<file path="src/core/cdt_params.svh">
// Purpose: Named constants for the clock doubler / two-phase generator
// Assumes: 100 MHz system clock, AHB-Lite register window
// Notes:   Types live in cdt_pkg
`ifndef CDT_PARAMS_SVH
`define CDT_PARAMS_SVH
`define CDT_ADDR_CONFIG     8'h00
`define CDT_ADDR_STATUS     8'h04
`define CDT_ADDR_PERIOD     8'h08
`define CDT_GRADE_20        3'h0
`define CDT_GRADE_25        3'h1
`define CDT_GRADE_33        3'h2
`define CDT_GRADE_40        3'h3
`define CDT_GRADE_50        3'h4
`define CDT_GRADE_RST       3'h1
`define CDT_STEPS_20        6'h14
`define CDT_STEPS_25        6'h10
`define CDT_STEPS_33        6'h0c
`define CDT_STEPS_40        6'h08
`define CDT_STEPS_50        6'h08
`define CDT_CLK_PERIOD_NS   10
`define CDT_SYNC_TIME_US    500
`define CDT_ALIGN_TOL       16'h0001
`define CDT_ALIGN_SHIFT     3
`define CDT_LOCK_EVENTS     4'h8
`define CDT_AGE_MAX         16'hffff
`define CDT_HTRANS_ACT_BIT  1
`endif

</file>
<file path="src/core/cdt_pkg.sv">
// Purpose: Shared types of the clock doubler
// Assumes: Nothing
// Notes:   Constants are macros in cdt_params.svh
package cdt_pkg;
  typedef logic [2:0] cdt_grade_type;
  typedef struct packed {
    logic c5;
    logic c4;
    logic c3;
    logic c2;
    logic c1;
    logic c0;
  } cdt_clocks_type;
  typedef struct packed {
    logic advance;
    logic retard;
  } cdt_adjust_type;
  typedef enum logic [1:0] {
    CDT_ACQUIRE,
    CDT_LOCKED
  } cdt_lock_state_type;
endpackage : cdt_pkg

</file>
<file path="src/core/cdt_top.sv">
// Purpose: Clock doubler and two-phase generator, digital model
// Assumes: Reference period well above the step count in CLK cycles
// Notes:   Grade and status reached over AHB-Lite; modes are pins
//
// Contract
// - Outputs 0,1 at 1X; 2,3 at 2X
// - True 1X output aligned to reference
// - Inverted output is complement of copy
// - Inversion pin low inverts output one
// - Two-phase enable turns outputs 4,5 into phases
// - Phases never overlap, stay synchronous
// - Any fixed feedback delay tolerated
// - Keep feedback rising aligned to reference
// - Lock within 500 us after start
// - Test select steps from test clock
// - 25 MHz grade: 16 pulses per cycle
// - 20, 12, 8, 8 pulses for other grades
// - Starting state reached within 16 pulses; the 20 MHz grade has 20 steps per cycle and can need more
// - Test clock single-stepped or free running
//
// Design decisions made here: the AHB-Lite slave port and the placing of the registers.
`timescale 1ns/1ps
`include "cdt_params.svh"
module cdt_top #(
  parameter int SYNC_CYCLES = (`CDT_SYNC_TIME_US * 1000) / `CDT_CLK_PERIOD_NS
) (
  input  wire logic        CLK,
  input  wire logic        ARST_N,
  input  wire logic        REFERENCE_CLOCK_IN,
  input  wire logic        FEEDBACK_IN,
  input  wire logic        TWO_PHASE_ENABLE,
  input  wire logic        INVERT_OUT1_N,
  input  wire logic        TEST_SELECT,
  input  wire logic        TEST_STEP_CLOCK,
  output      logic        OUT_CLK_0,
  output      logic        OUT_CLK_1,
  output      logic        OUT_CLK_2,
  output      logic        OUT_CLK_3,
  output      logic        OUT_CLK_4,
  output      logic        OUT_CLK_5,
  input  wire logic        HSEL,
  input  wire logic [31:0] HADDR,
  input  wire logic [1:0]  HTRANS,
  input  wire logic        HWRITE,
  input  wire logic [2:0]  HSIZE,
  input  wire logic [31:0] HWDATA,
  input  wire logic        HREADY,
  output      logic        HREADYOUT,
  output      logic [31:0] HRDATA,
  output      logic        HRESP
);
  logic                    rst_meta_ff;
  logic                    rst_sync_ff;
  logic                    rst_n;
  // Pin order: ref, fb, step clock, two-phase, invert, test select
  logic [5:0]              pin_a_ff;
  logic [5:0]              pin_b_ff;
  logic [5:0]              pins;
  logic                    ref_d_ff;
  logic                    fb_d_ff;
  logic                    tck_d_ff;
  logic                    ref_rise;
  logic                    fb_rise;
  logic                    test_rise;
  logic                    test_mode;
  logic [15:0]             ref_age_ff;
  logic [15:0]             period_ff;
  logic                    ref_lost;
  logic [15:0]             acc_ff;
  logic [15:0]             nxt_acc;
  logic [16:0]             acc_sum;
  logic                    osc_step;
  logic                    step;
  logic [5:0]              n_steps;
  cdt_pkg::cdt_grade_type  grade_ff;
  cdt_pkg::cdt_adjust_type adj;
  cdt_pkg::cdt_clocks_type clocks;
  logic                    locked;
  logic                    sync_late;
  logic                    ap_valid_ff;
  logic                    ap_write_ff;
  logic [7:0]              ap_addr_ff;
  logic                    ap_take;
  logic                    cfg_write;
  logic [2:0]              cfg_view;
  logic [31:0]             rd_mux;
  logic [31:0]             hrdata_ff;
  logic                    hreadyout_ff;

  function automatic logic [5:0] steps_of(input cdt_pkg::cdt_grade_type g);
    logic [5:0] s;
    unique case (g)
      `CDT_GRADE_20: s = `CDT_STEPS_20;
      `CDT_GRADE_25: s = `CDT_STEPS_25;
      `CDT_GRADE_33: s = `CDT_STEPS_33;
      `CDT_GRADE_40: s = `CDT_STEPS_40;
      default:       s = `CDT_STEPS_50;
    endcase
    return s;
  endfunction : steps_of

  function automatic logic grade_ok(input logic [2:0] g);
    return g <= `CDT_GRADE_50;
  endfunction : grade_ok

  // Reset release through two flops
  always_ff @(posedge CLK or negedge ARST_N)
  begin
    if (!ARST_N)
    begin
      rst_meta_ff <= 1'b0;
      rst_sync_ff <= 1'b0;
    end
    else
    begin
      rst_meta_ff <= 1'b1;
      rst_sync_ff <= rst_meta_ff;
    end
  end
  assign rst_n = rst_sync_ff;

  // Each of the six sampled pins is asynchronous to CLK
  always_ff @(posedge CLK or negedge rst_n)
  begin
    if (!rst_n)
    begin
      pin_a_ff <= 6'h00;
      pin_b_ff <= 6'h00;
      ref_d_ff <= 1'b0;
      fb_d_ff  <= 1'b0;
      tck_d_ff <= 1'b0;
    end
    else
    begin
      pin_a_ff <= {TEST_SELECT, INVERT_OUT1_N, TWO_PHASE_ENABLE,
                   TEST_STEP_CLOCK, FEEDBACK_IN, REFERENCE_CLOCK_IN};
      pin_b_ff <= pin_a_ff;
      ref_d_ff <= pin_b_ff[0];
      fb_d_ff  <= pin_b_ff[1];
      tck_d_ff <= pin_b_ff[2];
    end
  end
  assign pins      = pin_b_ff;
  assign ref_rise  = pins[0] & ~ref_d_ff;
  assign fb_rise   = pins[1] & ~fb_d_ff;
  // Edge by edge, so single steps work; rate bound by sampling
  assign test_rise = pins[2] & ~tck_d_ff;
  assign test_mode = pins[5];

  // Reference period measured in CLK cycles
  assign ref_lost = (ref_age_ff == `CDT_AGE_MAX);
  always_ff @(posedge CLK or negedge rst_n)
  begin
    if (!rst_n)
    begin
      ref_age_ff <= `CDT_AGE_MAX;
      period_ff  <= 16'h0000;
    end
    else
    begin
      if (ref_rise)
        ref_age_ff <= 16'h0000;
      else if (!ref_lost)
        ref_age_ff <= ref_age_ff + 16'h0001;
      if (ref_rise && !ref_lost)
        period_ff <= ref_age_ff + 16'h0001;
      else if (ref_lost)
        period_ff <= 16'h0000;
    end
  end

  // Internal oscillator: n_steps evenly spread over one period
  assign n_steps  = steps_of(grade_ff);
  assign acc_sum  = {1'b0, acc_ff} + {11'h000, n_steps};
  assign osc_step = (period_ff != 16'h0000) && (acc_sum >= {1'b0, period_ff});
  assign nxt_acc  = (test_mode || period_ff == 16'h0000) ? 16'h0000 :
                    osc_step ? 16'(acc_sum - {1'b0, period_ff}) : acc_sum[15:0];
  assign step     = test_mode ? test_rise : osc_step;

  always_ff @(posedge CLK or negedge rst_n)
  begin
    if (!rst_n)
      acc_ff <= 16'h0000;
    else
      acc_ff <= nxt_acc;
  end

  cdt_phase_gen u_phase (
    .clk              (CLK),
    .rst_n            (rst_n),
    .step             (step),
    .n_steps          (n_steps),
    .two_phase_enable (pins[3]),
    .invert_out1_n    (pins[4]),
    .adj              (adj),
    .clocks           (clocks)
  );

  // Relies on a free-running 1X copy on the feedback pin
  cdt_lock_mon #(
    .SYNC_CYCLES (SYNC_CYCLES)
  ) u_lock (
    .clk       (CLK),
    .rst_n     (rst_n),
    .ref_rise  (ref_rise),
    .fb_rise   (fb_rise),
    .ref_age   (ref_age_ff),
    .half      (period_ff >> 1),
    .ref_lost  (ref_lost),
    .test_mode (test_mode),
    .adj       (adj),
    .locked    (locked),
    .sync_late (sync_late)
  );

  assign OUT_CLK_0 = clocks.c0;
  assign OUT_CLK_1 = clocks.c1;
  assign OUT_CLK_2 = clocks.c2;
  assign OUT_CLK_3 = clocks.c3;
  assign OUT_CLK_4 = clocks.c4;
  assign OUT_CLK_5 = clocks.c5;

  // AHB-Lite slave, zero wait states
  assign ap_take   = HSEL & HTRANS[`CDT_HTRANS_ACT_BIT] & HREADY;
  assign cfg_write = ap_valid_ff & ap_write_ff & (ap_addr_ff == `CDT_ADDR_CONFIG) &
                     grade_ok(HWDATA[2:0]);
  // Forward a write in flight so a following read sees it
  assign cfg_view  = cfg_write ? HWDATA[2:0] : grade_ff;
  assign rd_mux    = (HADDR[7:0] == `CDT_ADDR_CONFIG) ? {29'h0, cfg_view} :
                     (HADDR[7:0] == `CDT_ADDR_STATUS) ?
                       {18'h0, clocks, 5'h0, test_mode, sync_late, locked} :
                     (HADDR[7:0] == `CDT_ADDR_PERIOD) ? {16'h0, period_ff} : 32'h0;

  always_ff @(posedge CLK or negedge rst_n)
  begin
    if (!rst_n)
    begin
      ap_valid_ff  <= 1'b0;
      ap_write_ff  <= 1'b0;
      ap_addr_ff   <= 8'h00;
      grade_ff     <= `CDT_GRADE_RST;
      hrdata_ff    <= 32'h0;
      hreadyout_ff <= 1'b0;
    end
    else
    begin
      hreadyout_ff <= 1'b1;
      if (HREADY)
      begin
        ap_valid_ff <= ap_take;
        ap_write_ff <= HWRITE;
        ap_addr_ff  <= HADDR[7:0];
      end
      // Illegal grade codes are dropped
      if (cfg_write)
        grade_ff <= HWDATA[2:0];
      if (ap_take && !HWRITE)
        hrdata_ff <= rd_mux;
    end
  end

  assign HRDATA    = hrdata_ff;
  assign HREADYOUT = hreadyout_ff;
  assign HRESP     = 1'b0;
endmodule : cdt_top

</file>
<file path="src/core/cdt_phase_gen.sv">
// Purpose: Configuration state machine; divides steps into the six clocks
// Assumes: One step is one internal oscillator or test clock period
// Notes:   Phase zero is the predetermined starting state
`timescale 1ns/1ps
module cdt_phase_gen (
  input  wire logic                   clk,
  input  wire logic                   rst_n,
  input  wire logic                   step,
  input  wire logic [5:0]             n_steps,
  input  wire logic                   two_phase_enable,
  input  wire logic                   invert_out1_n,
  input  wire cdt_pkg::cdt_adjust_type adj,
  output      cdt_pkg::cdt_clocks_type clocks
);
  logic [5:0]              phase_ff;
  logic [5:0]              nxt_phase;
  logic [5:0]              n_ff;
  logic [5:0]              inc;
  logic [6:0]              sum;
  logic                    adv_ff;
  logic                    ret_ff;
  cdt_pkg::cdt_clocks_type clocks_ff;

  function automatic cdt_pkg::cdt_clocks_type wave(input logic [5:0] p,
                                                     input logic [5:0] n,
                                                     input logic en2,
                                                     input logic inv_n);
    logic [5:0]              h;
    logic [5:0]              q;
    logic [5:0]              ph;
    logic                    one;
    logic                    two;
    cdt_pkg::cdt_clocks_type w;
    h   = n >> 1;
    q   = n >> 2;
    ph  = (p >= h) ? p - h : p;
    w.c0 = p < h;
    w.c1 = inv_n ? w.c0 : ~w.c0;
    w.c2 = ph < q;
    w.c3 = ph < q;
    // One step of guard keeps the pair apart
    one = p < q - 6'h01;
    two = (p >= h) && (p < h + q - 6'h01);
    w.c4 = en2 ? one : w.c2;
    w.c5 = en2 ? two : w.c3;
    return w;
  endfunction : wave

  // Steering by one step is the phase-shift increment
  assign inc = !step ? 6'h00 : ret_ff ? 6'h00 : adv_ff ? 6'h02 : 6'h01;
  assign sum = {1'b0, phase_ff} + {1'b0, inc};
  // A new step count restarts the cycle, so no half-wave glitch
  assign nxt_phase = (phase_ff >= n_steps || n_steps != n_ff) ? 6'h00 :
                     (sum >= {1'b0, n_steps}) ? 6'(sum - {1'b0, n_steps}) : sum[5:0];

  always_ff @(posedge clk or negedge rst_n)
  begin
    if (!rst_n)
    begin
      phase_ff  <= 6'h00;
      n_ff      <= 6'h00;
      adv_ff    <= 1'b0;
      ret_ff    <= 1'b0;
      clocks_ff <= '0;
    end
    else
    begin
      phase_ff  <= nxt_phase;
      n_ff      <= n_steps;
      adv_ff    <= adj.advance | (adv_ff & ~step);
      ret_ff    <= adj.retard | (ret_ff & ~step);
      clocks_ff <= wave(nxt_phase, n_steps, two_phase_enable, invert_out1_n);
    end
  end

  assign clocks = clocks_ff;
endmodule : cdt_phase_gen

</file>
<file path="src/core/cdt_lock_mon.sv">
// Purpose: Compares feedback to reference edges and tracks lock
// Assumes: Edge pulses come from synchronised pins
// Notes:   Any fixed feedback delay is absorbed by steering
`timescale 1ns/1ps
`include "cdt_params.svh"
module cdt_lock_mon #(
  parameter int SYNC_CYCLES = 50000
) (
  input  wire logic                  clk,
  input  wire logic                  rst_n,
  input  wire logic                  ref_rise,
  input  wire logic                  fb_rise,
  input  wire logic [15:0]           ref_age,
  input  wire logic [15:0]           half,
  input  wire logic                  ref_lost,
  input  wire logic                  test_mode,
  output      cdt_pkg::cdt_adjust_type adj,
  output      logic                  locked,
  output      logic                  sync_late
);
  logic [15:0]                 fb_age_ff;
  logic [3:0]                  good_ff;
  logic [19:0]                 timer_ff;
  logic                        sync_late_ff;
  logic [15:0]                 tol;
  logic                        aligned;
  logic                        late;
  logic                        early;
  cdt_pkg::cdt_adjust_type     adj_ff;
  cdt_pkg::cdt_lock_state_type state_ff;
  cdt_pkg::cdt_lock_state_type nxt_state;

  // Steering moves a whole step, up to an eighth of a period;
  // a narrower window could never be reached for some delays
  assign tol     = (half >> `CDT_ALIGN_SHIFT) | `CDT_ALIGN_TOL;
  assign aligned = (fb_rise && ref_age <= tol) ||
                   (ref_rise && fb_age_ff <= tol);
  // Feedback behind reference: advance; ahead: retard
  assign late  = fb_rise && ref_age > tol && ref_age < half;
  assign early = ref_rise && fb_age_ff > tol && fb_age_ff < half;

  always_comb
  begin
    nxt_state = state_ff;
    unique case (state_ff)
      cdt_pkg::CDT_ACQUIRE: if (good_ff >= `CDT_LOCK_EVENTS) nxt_state = cdt_pkg::CDT_LOCKED;
      cdt_pkg::CDT_LOCKED:  if (ref_lost || test_mode) nxt_state = cdt_pkg::CDT_ACQUIRE;
    endcase
  end

  always_ff @(posedge clk or negedge rst_n)
  begin
    if (!rst_n)
    begin
      fb_age_ff    <= `CDT_AGE_MAX;
      good_ff      <= 4'h0;
      timer_ff     <= 20'h00000;
      sync_late_ff <= 1'b0;
      adj_ff       <= '0;
      state_ff     <= cdt_pkg::CDT_ACQUIRE;
    end
    else
    begin
      fb_age_ff <= fb_rise ? 16'h0000 :
                   (fb_age_ff == `CDT_AGE_MAX) ? fb_age_ff : fb_age_ff + 16'h0001;
      // Test mode bypasses the loop, so no steering
      adj_ff.advance <= late & ~test_mode;
      adj_ff.retard  <= early & ~test_mode;
      if (late || early || ref_lost || test_mode)
        good_ff <= 4'h0;
      else if (aligned && good_ff != 4'hf)
        good_ff <= good_ff + 4'h1;
      // Timer restarts while the reference is absent
      // Loop is bypassed in test mode, so lock time starts afresh after it
      if (ref_lost || test_mode || state_ff == cdt_pkg::CDT_LOCKED)
        timer_ff <= 20'h00000;
      else if (timer_ff < 20'(SYNC_CYCLES))
        timer_ff <= timer_ff + 20'h00001;
      if (ref_lost || test_mode)
        sync_late_ff <= 1'b0;
      else if (state_ff == cdt_pkg::CDT_ACQUIRE && timer_ff >= 20'(SYNC_CYCLES))
        sync_late_ff <= 1'b1;
      state_ff <= nxt_state;
    end
  end

  assign adj       = adj_ff;
  assign locked    = (state_ff == cdt_pkg::CDT_LOCKED);
  assign sync_late = sync_late_ff;
endmodule : cdt_lock_mon

</file>
<file path="config.mk">
export PLATFORM = sky130hd
export DESIGN_NAME = cdt_top
export DESIGN_NICKNAME = d
export VERILOG_FILES = /design/src/core/cdt_pkg.sv /design/src/core/cdt_top.sv /design/src/core/cdt_phase_gen.sv /design/src/core/cdt_lock_mon.sv
export VERILOG_INCLUDE_DIRS = /design/src /design/src/core
export SDC_FILE = /design/constraint.sdc
export NUM_CORES = 1
export LEC_CHECK = 0
export ABC_CLOCK_PERIOD_IN_PS = 5070
export BUFFER_PORTS_ARGS = -buffer_cell sky130_fd_sc_hd__buf_2
export CAP_MARGIN = 10
export CORE_MARGIN = 1
export CORE_UTILIZATION = 46
export DETAILED_ROUTE_END_ITERATION = 8
export HOLD_SLACK_MARGIN = 0.12
export PLACE_DENSITY = 0.68
export SYNTH_ARGS = -nofsm -noshare
export SYNTH_HDL_FRONTEND = slang
export SYNTH_SLANG_ARGS = --single-unit
</file>
<file path="constraint.sdc">
create_clock -name CLK -period 5.07 [get_ports CLK]
set_clock_uncertainty 0.15 [all_clocks]
set_input_delay 0.7605 -clock CLK [delete_from_list [all_inputs] [get_ports CLK]]
set_output_delay 0.7605 -clock CLK [all_outputs]
set_load 0.01 [all_outputs]
</file>
### Yosys cells after proc, flatten, opt, wreduce, memory -nomap -nowiden

Index checks and enable logic that the tools add are counted.

| word-level totals | value |
|---|---|
| bits in registers | 174 |
| input port bits | 80 |
| word-level logic and storage cells | 160 |

| cells by class | value |
|---|---|
| equality and inequality tests | 13 |
| $add $sub $neg | 12 |
| reduce and logical (&&, ||, !) cells | 33 |
| bitwise gates (word level) | 20 |
| magnitude comparators | 18 |
| mux-type cells | 32 |

Operators by type and width:

| kind | number |
|---|---|
| 16-bit 2-to-1 mux | 11 |
| 20-bit 2-to-1 mux | 2 |
| 16-bit by 1-bit adder with 16-bit output (second input constant) | 2 |
| 16-bit == test (second input constant) | 2 |
| 16-bit by 12-bit greater-than comparator with 1-bit output | 2 |
| 16-bit by 12-bit less-or-equal comparator with 1-bit output | 2 |
| 16-bit by 15-bit less-than comparator with 1-bit output | 2 |
| 6-bit 2-to-1 mux | 5 |
| 20-bit by 1-bit adder with 20-bit output (second input constant) | 1 |
| 20-bit by 16-bit >= comparator with 1-bit output (second input constant) | 1 |
| 20-bit by 16-bit less-than comparator with 1-bit output (second input constant) | 1 |
| 16-bit by 5-bit adder with 17-bit output | 1 |
| 17-bit by 16-bit >= comparator with 1-bit output | 1 |
| 16-bit zero test | 1 |
| 8-bit zero test | 2 |
| 16-bit nonzero test | 1 |
| 16-bit subtractor | 1 |
| 5-bit one-hot mux with 3 select lines | 1 |
| 1-bit AND | 12 |
| 1-bit logical AND | 12 |
| 6-bit less-than comparator | 2 |
| 8-bit by 3-bit == test with 1-bit output (second input constant) | 1 |
| 8-bit by 4-bit == test with 1-bit output (second input constant) | 1 |
| 1-bit logical OR | 8 |
| other kinds (33) | 53 |

### Depth between registers and ports, before layout

Gate-level depths: netlist of the first run.

| depth | value |
|---|---|
| depth in word-level cells | 15 |
| mapped depth | 45 |
| mapped depth without buffers | 44 |

### Hierarchy

A second synthesis of the first run with hierarchy kept.

| unflattened totals | value |
|---|---|
| cell total of the unflattened synthesis | 1117 |
| area, all modules | 10770.3 um^2 |

By module, submodules not included:

| module | instances | cells an instance | area each (um^2) |
|---|---|---|---|
| cdt_top | 1 | 507 | 5118.7 |
| cdt_lock_mon | 1 | 374 | 3443.3 |
| cdt_phase_gen | 1 | 236 | 2208.4 |

### Worst setup path after synthesis of the first run

Ideal clock, no wire load.

| timing path | value |
|---|---|
| path type | register -> register |
| from | register grade_ff[2] |
| to | register u_phase.clocks_ff, in the netlist u_phase.clocks[4] |
| cell stages (with the launch flop) | 41 |
| slack | -3.493 ns |
| setup time | 0.135 ns |
| buffers on the path | 0 |
| arrival | 8.279 ns |
| data required time | 4.785 ns |
| cell sequence | dfrtp_1 or2_1 inv_1 fa_1 nor2b_1 o2111ai_1 nor2_1 nand2_1 xnor2_1 ha_1 a21o_1 a21oi_1 nor2b_1 nor2_1 o221ai_2 o211ai_1 a21o_1 nor2_1 (+5 left out) ha_1 a21oi_1 nand2_2 nand4bb_2 a211oi_1 ha_1 nor2b_1 o21ai_0 or2b_2 a21oi_4 and3_1 mux2_1 ha_1 o21ai_0 a21oi_1 nor2_1 o211ai_1 o32ai_1 |

| on the way | value |
|---|---|
| word-level cells in the longest chain between the ends | 15 |

RTL lines:

| element | line | source |
|---|---|---|
| start, declared | cdt_top.sv:75 | `cdt_pkg::cdt_grade_type grade_ff;` |
| start signal, assigned | cdt_top.sv:241 | `` grade_ff <= `CDT_GRADE_RST; `` |
| start signal, assigned | cdt_top.sv:256 | `grade_ff <= HWDATA[2:0];` |
| 3-bit by 2-bit == test with 1-bit output (tied with other cells) | cdt_top.sv:92 | `unique case (g)` |
| 5-bit one-hot mux with 3 select lines (*) | cdt_top.sv:92 |  |
| 16-bit by 5-bit adder with 17-bit output | cdt_top.sv:174 | `assign acc_sum = {1'b0, acc_ff} + {11'h000, n_steps};` |
| 17-bit by 16-bit >= comparator with 1-bit output | cdt_top.sv:175 | `assign osc_step = (period_ff != 16'h0000) && (acc_sum >= {1'b0, period_ff});` |
| 1-bit logical AND | cdt_top.sv:175 |  |
| 1-bit 2-to-1 mux | cdt_top.sv:178 | `assign step = test_mode ? test_rise : osc_step;` |
| 6-bit 2-to-1 mux | cdt_phase_gen.sv:50 | `assign inc = !step ? 6'h00 : ret_ff ? 6'h00 : adv_ff ? 6'h02 : 6'h01;` |
| 6-bit by 6-bit adder with 7-bit output | cdt_phase_gen.sv:51 | `assign sum = {1'b0, phase_ff} + {1'b0, inc};` |
| 6-bit by 5-bit subtractor with 6-bit output / 7-bit by 5-bit >= comparator with 1-bit output (equally long branches) | cdt_phase_gen.sv:54 | `(sum >= {1'b0, n_steps}) ? 6'(sum - {1'b0, n_steps}) : sum[5:0];` |
| 6-bit 2-to-1 mux | cdt_phase_gen.sv:54 |  |
| 6-bit 2-to-1 mux (*) | cdt_phase_gen.sv:53 | `assign nxt_phase = (phase_ff >= n_steps \|\| n_steps != n_ff) ? 6'h00 :` |
| via u_phase.nxt_phase[2] | cdt_phase_gen.sv:16 | `logic [5:0] nxt_phase;` |
| 6-bit by 4-bit subtractor with 6-bit output / 6-bit by 4-bit >= comparator with 1-bit output (equally long branches) | cdt_phase_gen.sv:36 | `ph = (p >= h) ? p - h : p;` |
| 6-bit 2-to-1 mux | cdt_phase_gen.sv:36 |  |
| 6-bit by 3-bit less-than comparator with 1-bit output | cdt_phase_gen.sv:39 | `w.c2 = ph < q;` |
| 1-bit 2-to-1 mux (*) | cdt_phase_gen.sv:44 | `w.c4 = en2 ? one : w.c2;` |
| end signal, assigned | cdt_phase_gen.sv:72 | `clocks_ff <= wave(nxt_phase, n_steps, two_phase_enable, invert_out1_n);` |
| end, declared | cdt_phase_gen.sv:22 | `cdt_pkg::cdt_clocks_type clocks_ff;` |

Mark *: on every way through the listed nets, which the timed path passes. The rest lies on a longest branch.
A chain may end at the register's enable or synchronous reset.

### Final worst setup path of the first run

| timing path | value |
|---|---|
| from | register grade_ff[0] |
| to | register u_phase.clocks_ff, in the netlist u_phase.clocks[5] |

| on the way | value |
|---|---|
| word-level cells in the longest chain between the ends | 15 |

RTL lines:

| element | line | source |
|---|---|---|
| 3-bit by 2-bit == test with 1-bit output (tied with other cells) | cdt_top.sv:92 |  |
| 5-bit one-hot mux with 3 select lines (*) | cdt_top.sv:92 |  |
| via n_steps[2] | cdt_top.sv:74 | `logic [5:0] n_steps;` |
| 16-bit by 5-bit adder with 17-bit output | cdt_top.sv:174 |  |
| 17-bit by 16-bit >= comparator with 1-bit output | cdt_top.sv:175 |  |
| 1-bit logical AND | cdt_top.sv:175 |  |
| 1-bit 2-to-1 mux | cdt_top.sv:178 |  |
| 6-bit 2-to-1 mux | cdt_phase_gen.sv:50 |  |
| 6-bit by 6-bit adder with 7-bit output | cdt_phase_gen.sv:51 |  |
| 6-bit by 5-bit subtractor with 6-bit output / 7-bit by 5-bit >= comparator with 1-bit output (equally long branches) | cdt_phase_gen.sv:54 |  |
| 6-bit 2-to-1 mux | cdt_phase_gen.sv:54 |  |
| 6-bit 2-to-1 mux (*) | cdt_phase_gen.sv:53 |  |
| via u_phase.nxt_phase[2] | cdt_phase_gen.sv:16 |  |
| 6-bit by 4-bit subtractor with 6-bit output / 6-bit by 4-bit >= comparator with 1-bit output (equally long branches) | cdt_phase_gen.sv:36, cdt_phase_gen.sv:43 |  |
| 6-bit 2-to-1 mux | cdt_phase_gen.sv:36 |  |
| 6-bit by 3-bit less-than comparator with 1-bit output | cdt_phase_gen.sv:40 | `w.c3 = ph < q;` |
| 1-bit 2-to-1 mux (*) | cdt_phase_gen.sv:45 | `w.c5 = en2 ? two : w.c3;` |

Marks and branches as above.

==> out/metrics.yaml, run 1 <==
status: "finished with violations"
violations: "setup timing"
slew_viol_final: 0
syn2layout_area_growth_pct: 24.6
yosysSeqAreaShare_pct: 39.5
clock.fmax_mhz: 126
synth.avg_cell_area_sq_um: 9.96
slew_headroom_pct: 30.2
period_needed_ns: 7.92
cts.clk_slew.worst_paths_ns: 0.07
numCtsBuffers: 17
nNetsFinal: 1375
clock-sinks: 155
n_antenna_cell: 0
finish.instance_area_sq_um: 12400
ys_seq_elements: 155
layout_setup_ws_ns: -2.85
power_density_nw_per_um2: 507
p_comb_share_pct: 54.6
drtAntennaViolNets: 0
htreeDepth: 4
async_flop_share_pct: 100
grt_setup_unrepaired: "true"
globalplace.congestion: 0.886
overflow: 0
critPathArrivalTime_ns: 8.08
power_switching_mw: 2.33
endpoint: "u_phase.clocks[5]$_DFF_PN0_"
grt_max_degree: 154
synth_commonest_cells: "dfrtp_1 (122), ha_1 (103), nor2_1 (103), a21oi_1 (61), nand2_1 (52)"
drcViolationCount: 0
drtIter0Drc: 317
clk_latency_ns: 0.44
post-synth-top-area-fraction_pct: 30.8
cap_violations: 0
synth_top_flop_cell: "dfrtp_1"
die-area_sq_um: 22200
clk_path_buf_depth: 2
r2r_start: "grade_ff[0]$_DFF_PN1_"
grt_antenna_before_repair: 0
grt_pass1_wl_mm: 40.3
num-fill-cells: 1798
synth_area_leaders: "dfrtp_1 (31%), ha_1 (13%), dfstp_2 (8.7%)"
synth_cells: 996
reg2reg_slack_ns: -2.85
synth_most_common_cell: "dfrtp_1"
cts-root-buf: "clkbuf_16"
critPathSlowestCell: "fa_2"
synth_area_sq_um: 9920
via_per_inst: 5.36
finalCritPeriodShare_pct: 156
grt_pass1_vias: 8022
yosys_warnings: 0
p_sw_share_pct: 37.2
std_cell_rows: 53
io_buffer_count: 45
wl_per_cell_um: 16.7
max_stage_delay_ns: 0.38
postPlaceCellArea_sq_um: 11300
hold_class: "register to register"
ff_latch_area_sq_um: 3920
coreArea_sq_um: 21100
cp_max_fo: 3
ios: 120
setup_viol: 9
multi_input_area_sq_um: 5930
crit_path_end_kind: "register"
reg2reg_to: "u_phase.clocks[5]$_DFF_PN0_"
cp-startpoint: "grade_ff[0]$_DFF_PN1_"
firstDrtPassIters: 5
grt_use_total_pct: 23.4
clkPwrFrac_pct: 20.1
fp.dieH_um: 149
vias: 7897
cp-start-kind: "register"
crit_path_frequent_cell: "ha_4"
routed_wl_mm: 24.6
p_seq_share_pct: 25.3
r2r_cells: 43
p_leak_nw: 5.78
synthDistinctLibCells: 90
dp_slack_ns: -2.99
drive_gt1_share_pct: 31.5
tightest_slew_ns: 1.04
fp.dieW_um: 149
cts_tree: "done"
power_mw: 6.27
peakVddDrop_uv: 308
final_util_pct: 58.7
synth_edf_count: 0
required_ns: 5.23
dp_hpwl_mm: 17.8
synth_top_area_cell: "dfrtp_1"
p_int_mw: 3.93
hold_viol_final: 0
start_util_pct: 47.1
path_class: "register to register"
==> flip-flops by register name (all words and copies together), names as in the netlist, 2 cells and up <==
| register | cells |
|---|---|
| ap_addr_ff | 8 |
| acc_ff | 16 |
| u_phase.clocks | 5 |
| grade_ff | 3 |
| u_lock.fb_age_ff | 16 |
| period_ff | 16 |
| u_lock.good_ff | 4 |
| u_lock.timer_ff | 20 |
| pin_a_ff | 6 |
| pin_b_ff | 6 |
| u_lock.adj | 2 |
| ref_age_ff | 16 |
| HRDATA | 16 |
| u_phase.n_ff | 3 |
| u_phase.phase_ff | 6 |
==> critical path, delay by kind of cell (launching register included) <==
kind / cells / cell delay, ns
AO/OA/AOI/OAI: 13 / 1.94
XOR/XNOR: 2 / 0.34
adder cells (fa/ha/maj): 8 / 2.06
buffers and inverters: 4 / 0.28
flip-flops: 1 / 0.37
multiplexers: 1 / 0.31
AND/OR/NAND/NOR: 15 / 2.33
==> metrics by stage <==
| stage | setup TNS [ns] | hold slack [ns] | instances |
|---|---|---|---|
| finish | -16.21 | 0.199 | 1474 |
| global route | -19.02 | 0.203 | 1474 |
| CTS | -14.86 | 0.203 | 1466 |
| detailed placement | -16.96 | 0.186 | 1410 |
| global placement | -15.00 | 0.184 | 1410 |
| floorplan | -14.91 | 0.181 | 1013 |
==> logic make-up (layout without fill, tap and decap cells) <==
logic type | count (synthesis) | in the layout | share of synthesized area (%)
fa+ha+maj | 109 | 109 | 14.2
flops | 155 | 155 | 39.5
xor+xnor | 79 | 79 | 6.97
simple gates | 324 | 324 | 17.4
compound gates | 209 | 209 | 14.2
mux | 29 | 29 | 3.15
buf+inv | 89 | 275 | 4.53
other cells | 2 | 19 | 0.0757
==> layout make-up <==
class,instances,area share [%]
flip-flops and latches,155,31.7
repair buffers,195,11.3
well taps,275,2.78
inverters,48,1.50
multi-input cells,769,48.0
clock buffers,20,3.77
clock inverters,12,0.921
==> cell usage in the layout, fill, tap and decap left out, types with 11 or more instances in the layout <==
master | synthesis | routed
and2_1 | 14 | 13
buf_4 | 19 | 139
xnor2_1 | 42 | 39
nor2_1 | 103 | 98
o21ai_0 | 32 | 28
inv_1 | 46 | 44
a21o_1 | 17 | 17
nand2_1 | 52 | 51
dfrtp_1 | 122 | 121
nand3_1 | 25 | 22
a21oi_2 | 3 | 11
conb_1 | 2 | 19
a21oi_1 | 61 | 53
mux2i_1 | 14 | 14
buf_2 | 2 | 45
dfstp_2 | 33 | 33
a211oi_1 | 26 | 24
ha_1 | 103 | 95
nor2_2 | 11 | 15
mux2_2 | 13 | 13
clkbuf_16 | 0 | 17
nand4_1 | 22 | 22
xor2_1 | 37 | 35
==> how the worst min path moves through the flow <==
| stage | endpoint | slack [ns] | depth (start not counted) | startpoint |
|---|---|---|---|---|
| floorplan | pin_b_ff[0]$_DFF_PN0_ | 0.18 | 0 | pin_a_ff[0]$_DFF_PN0_ |
| global placement | pin_b_ff[1]$_DFF_PN0_ | 0.18 | 0 | pin_a_ff[1]$_DFF_PN0_ |
| detailed placement | pin_b_ff[1]$_DFF_PN0_ | 0.19 | 0 | pin_a_ff[1]$_DFF_PN0_ |
| CTS | pin_b_ff[1]$_DFF_PN0_ | 0.20 | 0 | pin_a_ff[1]$_DFF_PN0_ |
| global route | pin_b_ff[1]$_DFF_PN0_ | 0.20 | 0 | pin_a_ff[1]$_DFF_PN0_ |
| finish | pin_b_ff[1]$_DFF_PN0_ | 0.20 | 0 | pin_a_ff[1]$_DFF_PN0_ |
==> metal layers <==
metal	part of all wire (%)	global-route usage [%]
met5	0	0
met4	1.8	8.67
met3	3.2	3.55
met2	49	39.1
met1	46	30.5
==> power groups by stage <==
stage,registers (mW),clock network [mW],logic (mW)
3_5_place_dp,1.59,0,2.92
3_3_place_gp,1.60,0,2.85
6_report,1.59,1.26,3.42
5_1_grt,1.60,1.34,3.75
2_1_floorplan,1.58,0,1.95
4_1_cts,1.58,1.29,3.22
==> repair_timing <==
item | 4_1_cts | 5_1_grt
hold buffers | 1 | 0
resized for setup | 24 | 26
endpoints found under the setup margin | 9 | 10
setup buffers | 25 | 10
endpoints found under the hold margin | 2 | 0
pin swaps | 26 | 26
cloned | 0 | 0
(Power assumes the default switching activity.)
==> run 2: changes to the inputs <==
- CORE_MARGIN: 1 -> 4
==> run 2 against run 1 <==
The run still ends with setup timing left. Cell count is 0.75% lower. Global-route usage fell by 2.3 points. Flip-flop and latch count unchanged. Total power shrank 1.5%. Register-to-register slack improved by 0.03 ns. First-iteration DRC count up 11%. Clock-buffer cell count up 2. Core utilization down 0.89 points. Non-clock buffer count decreased by 11. Hold slack gained 0.0018 ns. Largest power group unchanged.
==> out/metrics.yaml, run 2 (same netlist as run 1, synthesis figures left out) <==
grt_use_total_pct: 21.1  # was 23.4%
finalCritPeriodShare_pct: 156  # about the same
slew_viol_final: 0  # unchanged
via_per_inst: 5.39  # was 5.36
peakVddDrop_uv: 277  # was 308 uV
clock-sinks: 155  # unchanged
drtAntennaViolNets: 0  # unchanged
dp_hpwl_mm: 18.4  # was 17.8 mm
crit_path_frequent_cell: "ha_1"  # was ha_4
reg2reg_slack_ns: -2.82  # was -2.85 ns
multi_input_area_sq_um: 5870  # was 5930 sq um
stdcell_count: 1463  # was 1474
clk_latency_ns: 0.44  # about the same
clk_path_buf_depth: 2  # unchanged
cap_violations: 0  # unchanged
crit_path_end_kind: "register"  # unchanged
ff_latch_area_sq_um: 3920  # unchanged
coreArea_sq_um: 21200  # was 21100 sq um
setup_viol: 9  # unchanged
grt_pass1_vias: 8010  # was 8022
drtIter0Drc: 352  # was 317
postPlaceCellArea_sq_um: 11300  # unchanged
firstDrtPassIters: 4  # was 5
required_ns: 5.22  # was 5.23 ns
placedCellCount: 1410  # unchanged
globalplace.congestion: 0.911  # was 0.886
largest_register_ffs: 20  # unchanged
layout_setup_ws_ns: -2.82  # was -2.85 ns
clock.fmax_mhz: 127  # was 126 MHz
critPathArrivalTime_ns: 8.04  # was 8.08 ns
cts-root-buf: "clkbuf_16"  # unchanged
cp-start-kind: "register"  # unchanged
grt_pass1_wl_mm: 41.0  # was 40.3 mm
vias: 7880  # was 7897
period_needed_ns: 7.89  # was 7.92 ns
numCtsBuffers: 17  # unchanged
htreeDepth: 4  # unchanged
grt_max_degree: 83  # was 154
fp.dieH_um: 155  # was 149 um
std_cell_rows: 53  # unchanged
final_util_pct: 57.8  # was 58.7%
slew_headroom_pct: 28.6  # was 30.2%
p_leak_nw: 5.72  # was 5.78 nW
status: "finished with violations"  # unchanged
n_antenna_cell: 0  # unchanged
hold_viol_final: 0  # unchanged
num-fill-cells: 1814  # was 1798
tightest_slew_ns: 1.07  # was 1.04 ns
drcViolationCount: 0  # unchanged
fp.dieW_um: 155  # was 149 um
drive_gt1_share_pct: 30.4  # was 31.5%
max_stage_delay_ns: 0.39  # was 0.38 ns
power_density_nw_per_um2: 505  # was 507 nW/um^2
cts_tree: "done"  # unchanged
cts.clk_slew.worst_paths_ns: 0.07  # about the same
dp_slack_ns: -2.87  # was -2.99 ns
violations: "setup timing"  # unchanged
hold_class: "register to register"  # unchanged
die-area_sq_um: 24000  # was 22200 sq um
top_register: "u_lock.timer_ff"  # unchanged
wl_per_cell_um: 17.1  # was 16.7 um
ios: 120  # unchanged
layout_commonest_cell: "buf_4"  # unchanged
final_cell_mix: "buf_4 (135), dfrtp_1 (121), ha_1 (99)"  # was buf_4 (139), dfrtp_1 (121), nor2_1 (98)
start_util_pct: 46.9  # was 47.1%
grt_setup_unrepaired: "true"  # unchanged
routed_wl_mm: 25.0  # was 24.6 mm
grt_antenna_before_repair: 0  # unchanged
syn2layout_area_growth_pct: 23.1  # was 24.6%
setup_tns_ns: -15.63  # was -16.21 ns
critPathSlowestCell: "fa_2"  # unchanged
nNetsFinal: 1364  # was 1375
finish.instance_area_sq_um: 12200  # was 12400 sq um
cp_max_fo: 5  # was 3
overflow: 0  # unchanged
path_class: "register to register"  # unchanged
io_buffer_count: 45  # unchanged
[run 2: changes by cell type in the layout (fill, tap and decap cells not counted), sizes merged]
cell,change
buf,-11
inv,+1
clkinv,-4
clkinvlp,+1
clkbuf,+2
[run 2: path summary, 6_finish.rpt]
check                      cells past startpoint                  start                          end
hold / removal                                 0  pin_a_ff[2]$_DFF_PN0_        pin_b_ff[2]$_DFF_PN0_
min in group asynchronous                      0        rst_n$_DFF_PN0_            fb_d_ff$_DFF_PN0_
max in group asynchronous                      1        rst_n$_DFF_PN0_        grade_ff[0]$_DFF_PN1_
hold reg to reg                                0  pin_a_ff[2]$_DFF_PN0_        pin_b_ff[2]$_DFF_PN0_
setup / recovery                              40  grade_ff[2]$_DFF_PN0_  u_phase.clocks[4]$_DFF_PN0_
setup reg to reg                              40  grade_ff[2]$_DFF_PN0_  u_phase.clocks[4]$_DFF_PN0_
[run 2: timing repair]
action,CTS,global route
hold endpoints to repair,2,0
gates resized for setup,3,33
hold buffers,1,0
endpoints found under the setup margin,9,10
pin swaps,11,21
buffers inserted,11,9
[run 2: metal layers]
layer	vias up	track usage (%)	routed length (um)
met5	-	0	0
met1	3841	28.2	11400
met3	37	3.73	879
met4	0	6.81	479
met2	130	34.9	12200
li1	3872	-	-
[run 2: area by class of cell]
class	count	share of cell area, %
multi-input cells	769	48.1
flip-flops and latches	155	32.1
clock inverters	10	0.870
repair buffers	184	10.6
clock buffers	22	3.96
well taps	275	2.82
inverters	48	1.52
[run 2: report_power, final]
part	leakage [nW]	switching (mW)	internal [mW]
Combinational	3.52	1.60	1.70
Sequential	1.91	0.179	1.42
Clock	0.284	0.545	0.737
[run 2: worst max-delay path, delay by kind of cell (launching register included)]
family                   cells  cell delay, ns
multiplexers                 1            0.31
AND/OR/NAND/NOR             14            2.19
AO/OA/AOI/OAI               13            1.97
buffers and inverters        3            0.34
flip-flops                   1            0.38
XOR/XNOR                     2            0.33
adder cells (fa/ha/maj)      7            2.06
[run 2: metrics by stage]
step	hold slack (ns)	power [mW]
floorplan	0.181	3.53
finish	0.201	6.17
global route	0.214	6.57
CTS	0.203	6.00
global placement	0.183	4.47
detailed placement	0.186	4.55
==> run 3: changes to the inputs <==
- SYNTH_HIERARCHICAL: not set -> 1
==> run 3 against run 2 <==
Wire length rose by 18%. Critical path depth grew 1. The run still ends with setup timing left. Die area increased by 8.1%. Critical endpoint is now u_phase/clocks[4]$_DFF_PN0_. Sequential power shrank 5%. Clock power about the same. Global-route usage up 2.2 points. Synthesized cell count grew 12%. Critical path type unchanged. Largest power group unchanged. Highest routed layer is now met5.
==> out/metrics.yaml, run 3 <==
die-area_sq_um: 25900  # was 24000 sq um
grt_pass1_vias: 9652  # was 8010
layout_setup_ws_ns: -3.20  # was -2.82 ns
clock-sinks: 158  # was 155
endpoint: "u_phase/clocks[4]$_DFF_PN0_"  # was u_phase.clocks[4]$_DFF_PN0_
cts_tree: "done"  # unchanged
violations: "setup timing"  # unchanged
routed_wl_mm: 29.5  # was 25.0 mm
setup_viol: 11  # was 9
peakVddDrop_uv: 229  # was 277 uV
firstDrtPassIters: 5  # was 4
synth_cells: 1117  # was 996
synth_most_common_cell: "dfrtp_1"  # unchanged
vias: 9252  # was 7880
reg2reg_to: "u_phase/clocks[4]$_DFF_PN0_"  # was u_phase.clocks[4]$_DFF_PN0_
cp-start-kind: "register"  # unchanged
grt_max_degree: 84  # was 83
io_buffer_count: 45  # unchanged
synth_top_area_cell: "dfrtp_1"  # unchanged
final_cell_mix: "buf_4 (180), dfrtp_1 (124), ha_1 (100)"  # was buf_4 (135), dfrtp_1 (121), ha_1 (99)
whs_ns: 0.207  # was 0.201 ns
top_register: "u_lock/timer_ff"  # was u_lock.timer_ff
p_leak_nw: 6.58  # was 5.72 nW
clock.fmax_mhz: 121  # was 127 MHz
cp-startpoint: "grade_ff[2]$_DFF_PN0_"  # unchanged
clk_path_buf_depth: 2  # unchanged
slew_headroom_pct: 24.4  # was 28.6%
dp_slack_ns: -3.21  # was -2.87 ns
finalCritPeriodShare_pct: 163  # was 156%
fp.dieH_um: 161  # was 155 um
cts-root-buf: "clkbuf_16"  # unchanged
reg2reg_slack_ns: -3.20  # was -2.82 ns
required_ns: 5.24  # was 5.22 ns
drtAntennaViolNets: 0  # unchanged
crit_path_end_kind: "register"  # unchanged
synthDistinctLibCells: 96  # was 90
power_mw: 5.02  # was 6.17 mW
path_class: "register to register"  # unchanged
hold_viol_final: 0  # unchanged
nNetsFinal: 1572  # was 1364
largest_register_ffs: 20  # unchanged
period_needed_ns: 8.27  # was 7.89 ns
clk_latency_ns: 0.44  # about the same
critPathArrivalTime_ns: 8.44  # was 8.04 ns
grt_setup_unrepaired: "true"  # unchanged
yosys_warnings: 6  # was 0
grt_use_total_pct: 23.3  # was 21.1%
yosysSeqAreaShare_pct: 37.1  # was 39.5%
layout_commonest_cell: "buf_4"  # unchanged
post-synth-top-area-fraction_pct: 29.0  # was 30.8%
synth_edf_count: 0  # unchanged
start_util_pct: 47.1  # was 46.9%
synth.avg_cell_area_sq_um: 9.64  # was 9.96 sq um
drcViolationCount: 0  # unchanged
synth_area_sq_um: 10800  # was 9920 sq um
cts.clk_slew.worst_paths_ns: 0.07  # about the same
r2r_cells: 41  # was 40
cap_violations: 0  # unchanged
status: "finished with violations"  # unchanged
max_stage_delay_ns: 0.45  # was 0.39 ns
wl_per_cell_um: 17.4  # was 17.1 um
ys_seq_elements: 158  # was 155
r2r_start: "grade_ff[2]$_DFF_PN0_"  # unchanged
syn2layout_area_growth_pct: 31.0  # was 23.1%
grt_pass1_wl_mm: 49.1  # was 41.0 mm
power_density_nw_per_um2: 356  # was 505 nW/um^2
numCtsBuffers: 17  # unchanged
placedCellCount: 1607  # was 1410
tightest_slew_ns: 1.13  # was 1.07 ns
grt_antenna_before_repair: 1  # was 0
coreArea_sq_um: 22800  # was 21200 sq um
drive_gt1_share_pct: 32.9  # was 30.4%
htreeDepth: 4  # unchanged
dp_hpwl_mm: 20.8  # was 18.4 mm
stdcell_count: 1691  # was 1463
overflow: 0  # unchanged
drtIter0Drc: 548  # was 352
synth_commonest_cells: "dfrtp_1 (125), ha_1 (120), nor2_1 (102), inv_1 (77), nand2_1 (76)"  # was dfrtp_1 (122), ha_1 (103), nor2_1 (103), a21oi_1 (61), nand2_1 (52)
n_antenna_cell: 0  # unchanged
holdPathStages: 0  # unchanged
cp_max_fo: 4  # was 5
crit_path_frequent_cell: "ha_4"  # was ha_1
hold_class: "register to register"  # unchanged
ios: 120  # unchanged
slew_viol_final: 0  # unchanged
std_cell_rows: 55  # was 53
via_per_inst: 5.47  # was 5.39
async_flop_share_pct: 100  # unchanged
globalplace.congestion: 0.883  # was 0.911
synth_top_flop_cell: "dfrtp_1"  # unchanged
critPathSlowestCell: "fa_2"  # unchanged
fp.dieW_um: 161  # was 155 um
synth_area_leaders: "dfrtp_1 (29%), ha_1 (14%), dfstp_2 (8.1%)"  # was dfrtp_1 (31%), ha_1 (13%), dfstp_2 (8.7%)
## run 3: cell types whose count changed after synthesis, moves of 9 or more
| cell | previous run | this run |
|---|---|---|
| a211oi_1 | 26 | 17 |
| o21ai_0 | 32 | 44 |
| or3_1 | 2 | 11 |
| nor2_2 | 11 | 0 |
| ha_1 | 103 | 120 |
| inv_1 | 46 | 77 |
| nand2_1 | 52 | 76 |
## run 3: cell families (layout without fill, tap and decap cells)
| kind of cell | Yosys count | count (layout) | share of synthesized area [%] |
|---|---|---|---|
| other | 2 | 33 | 0.0697 |
| buffers and inverters | 122 | 352 | 5.12 |
| multiplexers | 32 | 32 | 3.28 |
| AO/OA/AOI/OAI | 238 | 238 | 15.5 |
| AND/OR/NAND/NOR | 361 | 361 | 17.4 |
| XOR/XNOR | 77 | 77 | 6.26 |
| adder cells (fa/ha/maj) | 127 | 127 | 15.2 |
| flip-flops | 158 | 158 | 37.1 |
## run 3: per-layer routing
layer  vias to the layer above  wire length, um  global-route usage, %  share of wire, %
li1                       4452                -                      -                 -
met1                      4534            12900                   31.0                44
met2                       214            14500                   38.6                49
met3                        50             1270                   3.67               4.3
met4                         2              777                   8.72               2.6
met5                         -               12                      0             0.041
## run 3: area by class of cell
cell class	count	area, sq um
clock inverter	14	141
timing repair buffer	242	1780
clock buffer	18	439
sequential	158	4000
tap	313	392
multi-input combinational	868	7060
inverter	78	295
fill	1836	8740
## run 3: worst min path at each step
stage,start,end
6_report,pin_a_ff[3]$_DFF_PN0_,pin_b_ff[3]$_DFF_PN0_
5_1_grt,pin_a_ff[5]$_DFF_PN0_,pin_b_ff[5]$_DFF_PN0_
4_1_cts,pin_a_ff[3]$_DFF_PN0_,pin_b_ff[3]$_DFF_PN0_
3_5_place_dp,rst_meta_ff$_DFF_PN0_,rst_n$_DFF_PN0_
3_3_place_gp,pin_a_ff[5]$_DFF_PN0_,pin_b_ff[5]$_DFF_PN0_
2_1_floorplan,pin_a_ff[0]$_DFF_PN0_,pin_b_ff[0]$_DFF_PN0_
## run 3: per-stage QoR
stage	area, sq um	TNS (ns)	utilization [%]
CTS	13900	-20.92	61.0
global placement	12600	-14.30	55.1
finish	14100	-17.04	61.7
detailed placement	12600	-16.08	55.1
global route	14100	-19.82	61.7
floorplan	11100	-13.46	-
## run 3: critical path, delay by kind of cell (launching register included)
family | cells | cell delay, ns
xor+xnor | 2 | 0.38
simple gates | 8 | 0.98
compound gates | 15 | 2.80
mux | 3 | 0.69
flops | 1 | 0.42
buf+inv | 5 | 0.62
fa+ha+maj | 8 | 2.04
## run 3: what timing repair did
action	in CTS	in global routing
endpoints found under the setup margin	11	13
pin swaps	50	45
gates cloned	0	0
hold endpoints to repair	2	0
buffers inserted	73	22
hold buffers	1	0
resized for setup	47	49
## run 3: report_power, final
group	leakage, nW	total, mW	internal [mW]	switching [mW]
logic	4.36	2.23	1.09	1.14
registers	1.95	1.52	1.39	0.124
clock network	0.276	1.27	0.666	0.601
total	6.58	5.02	3.15	1.87
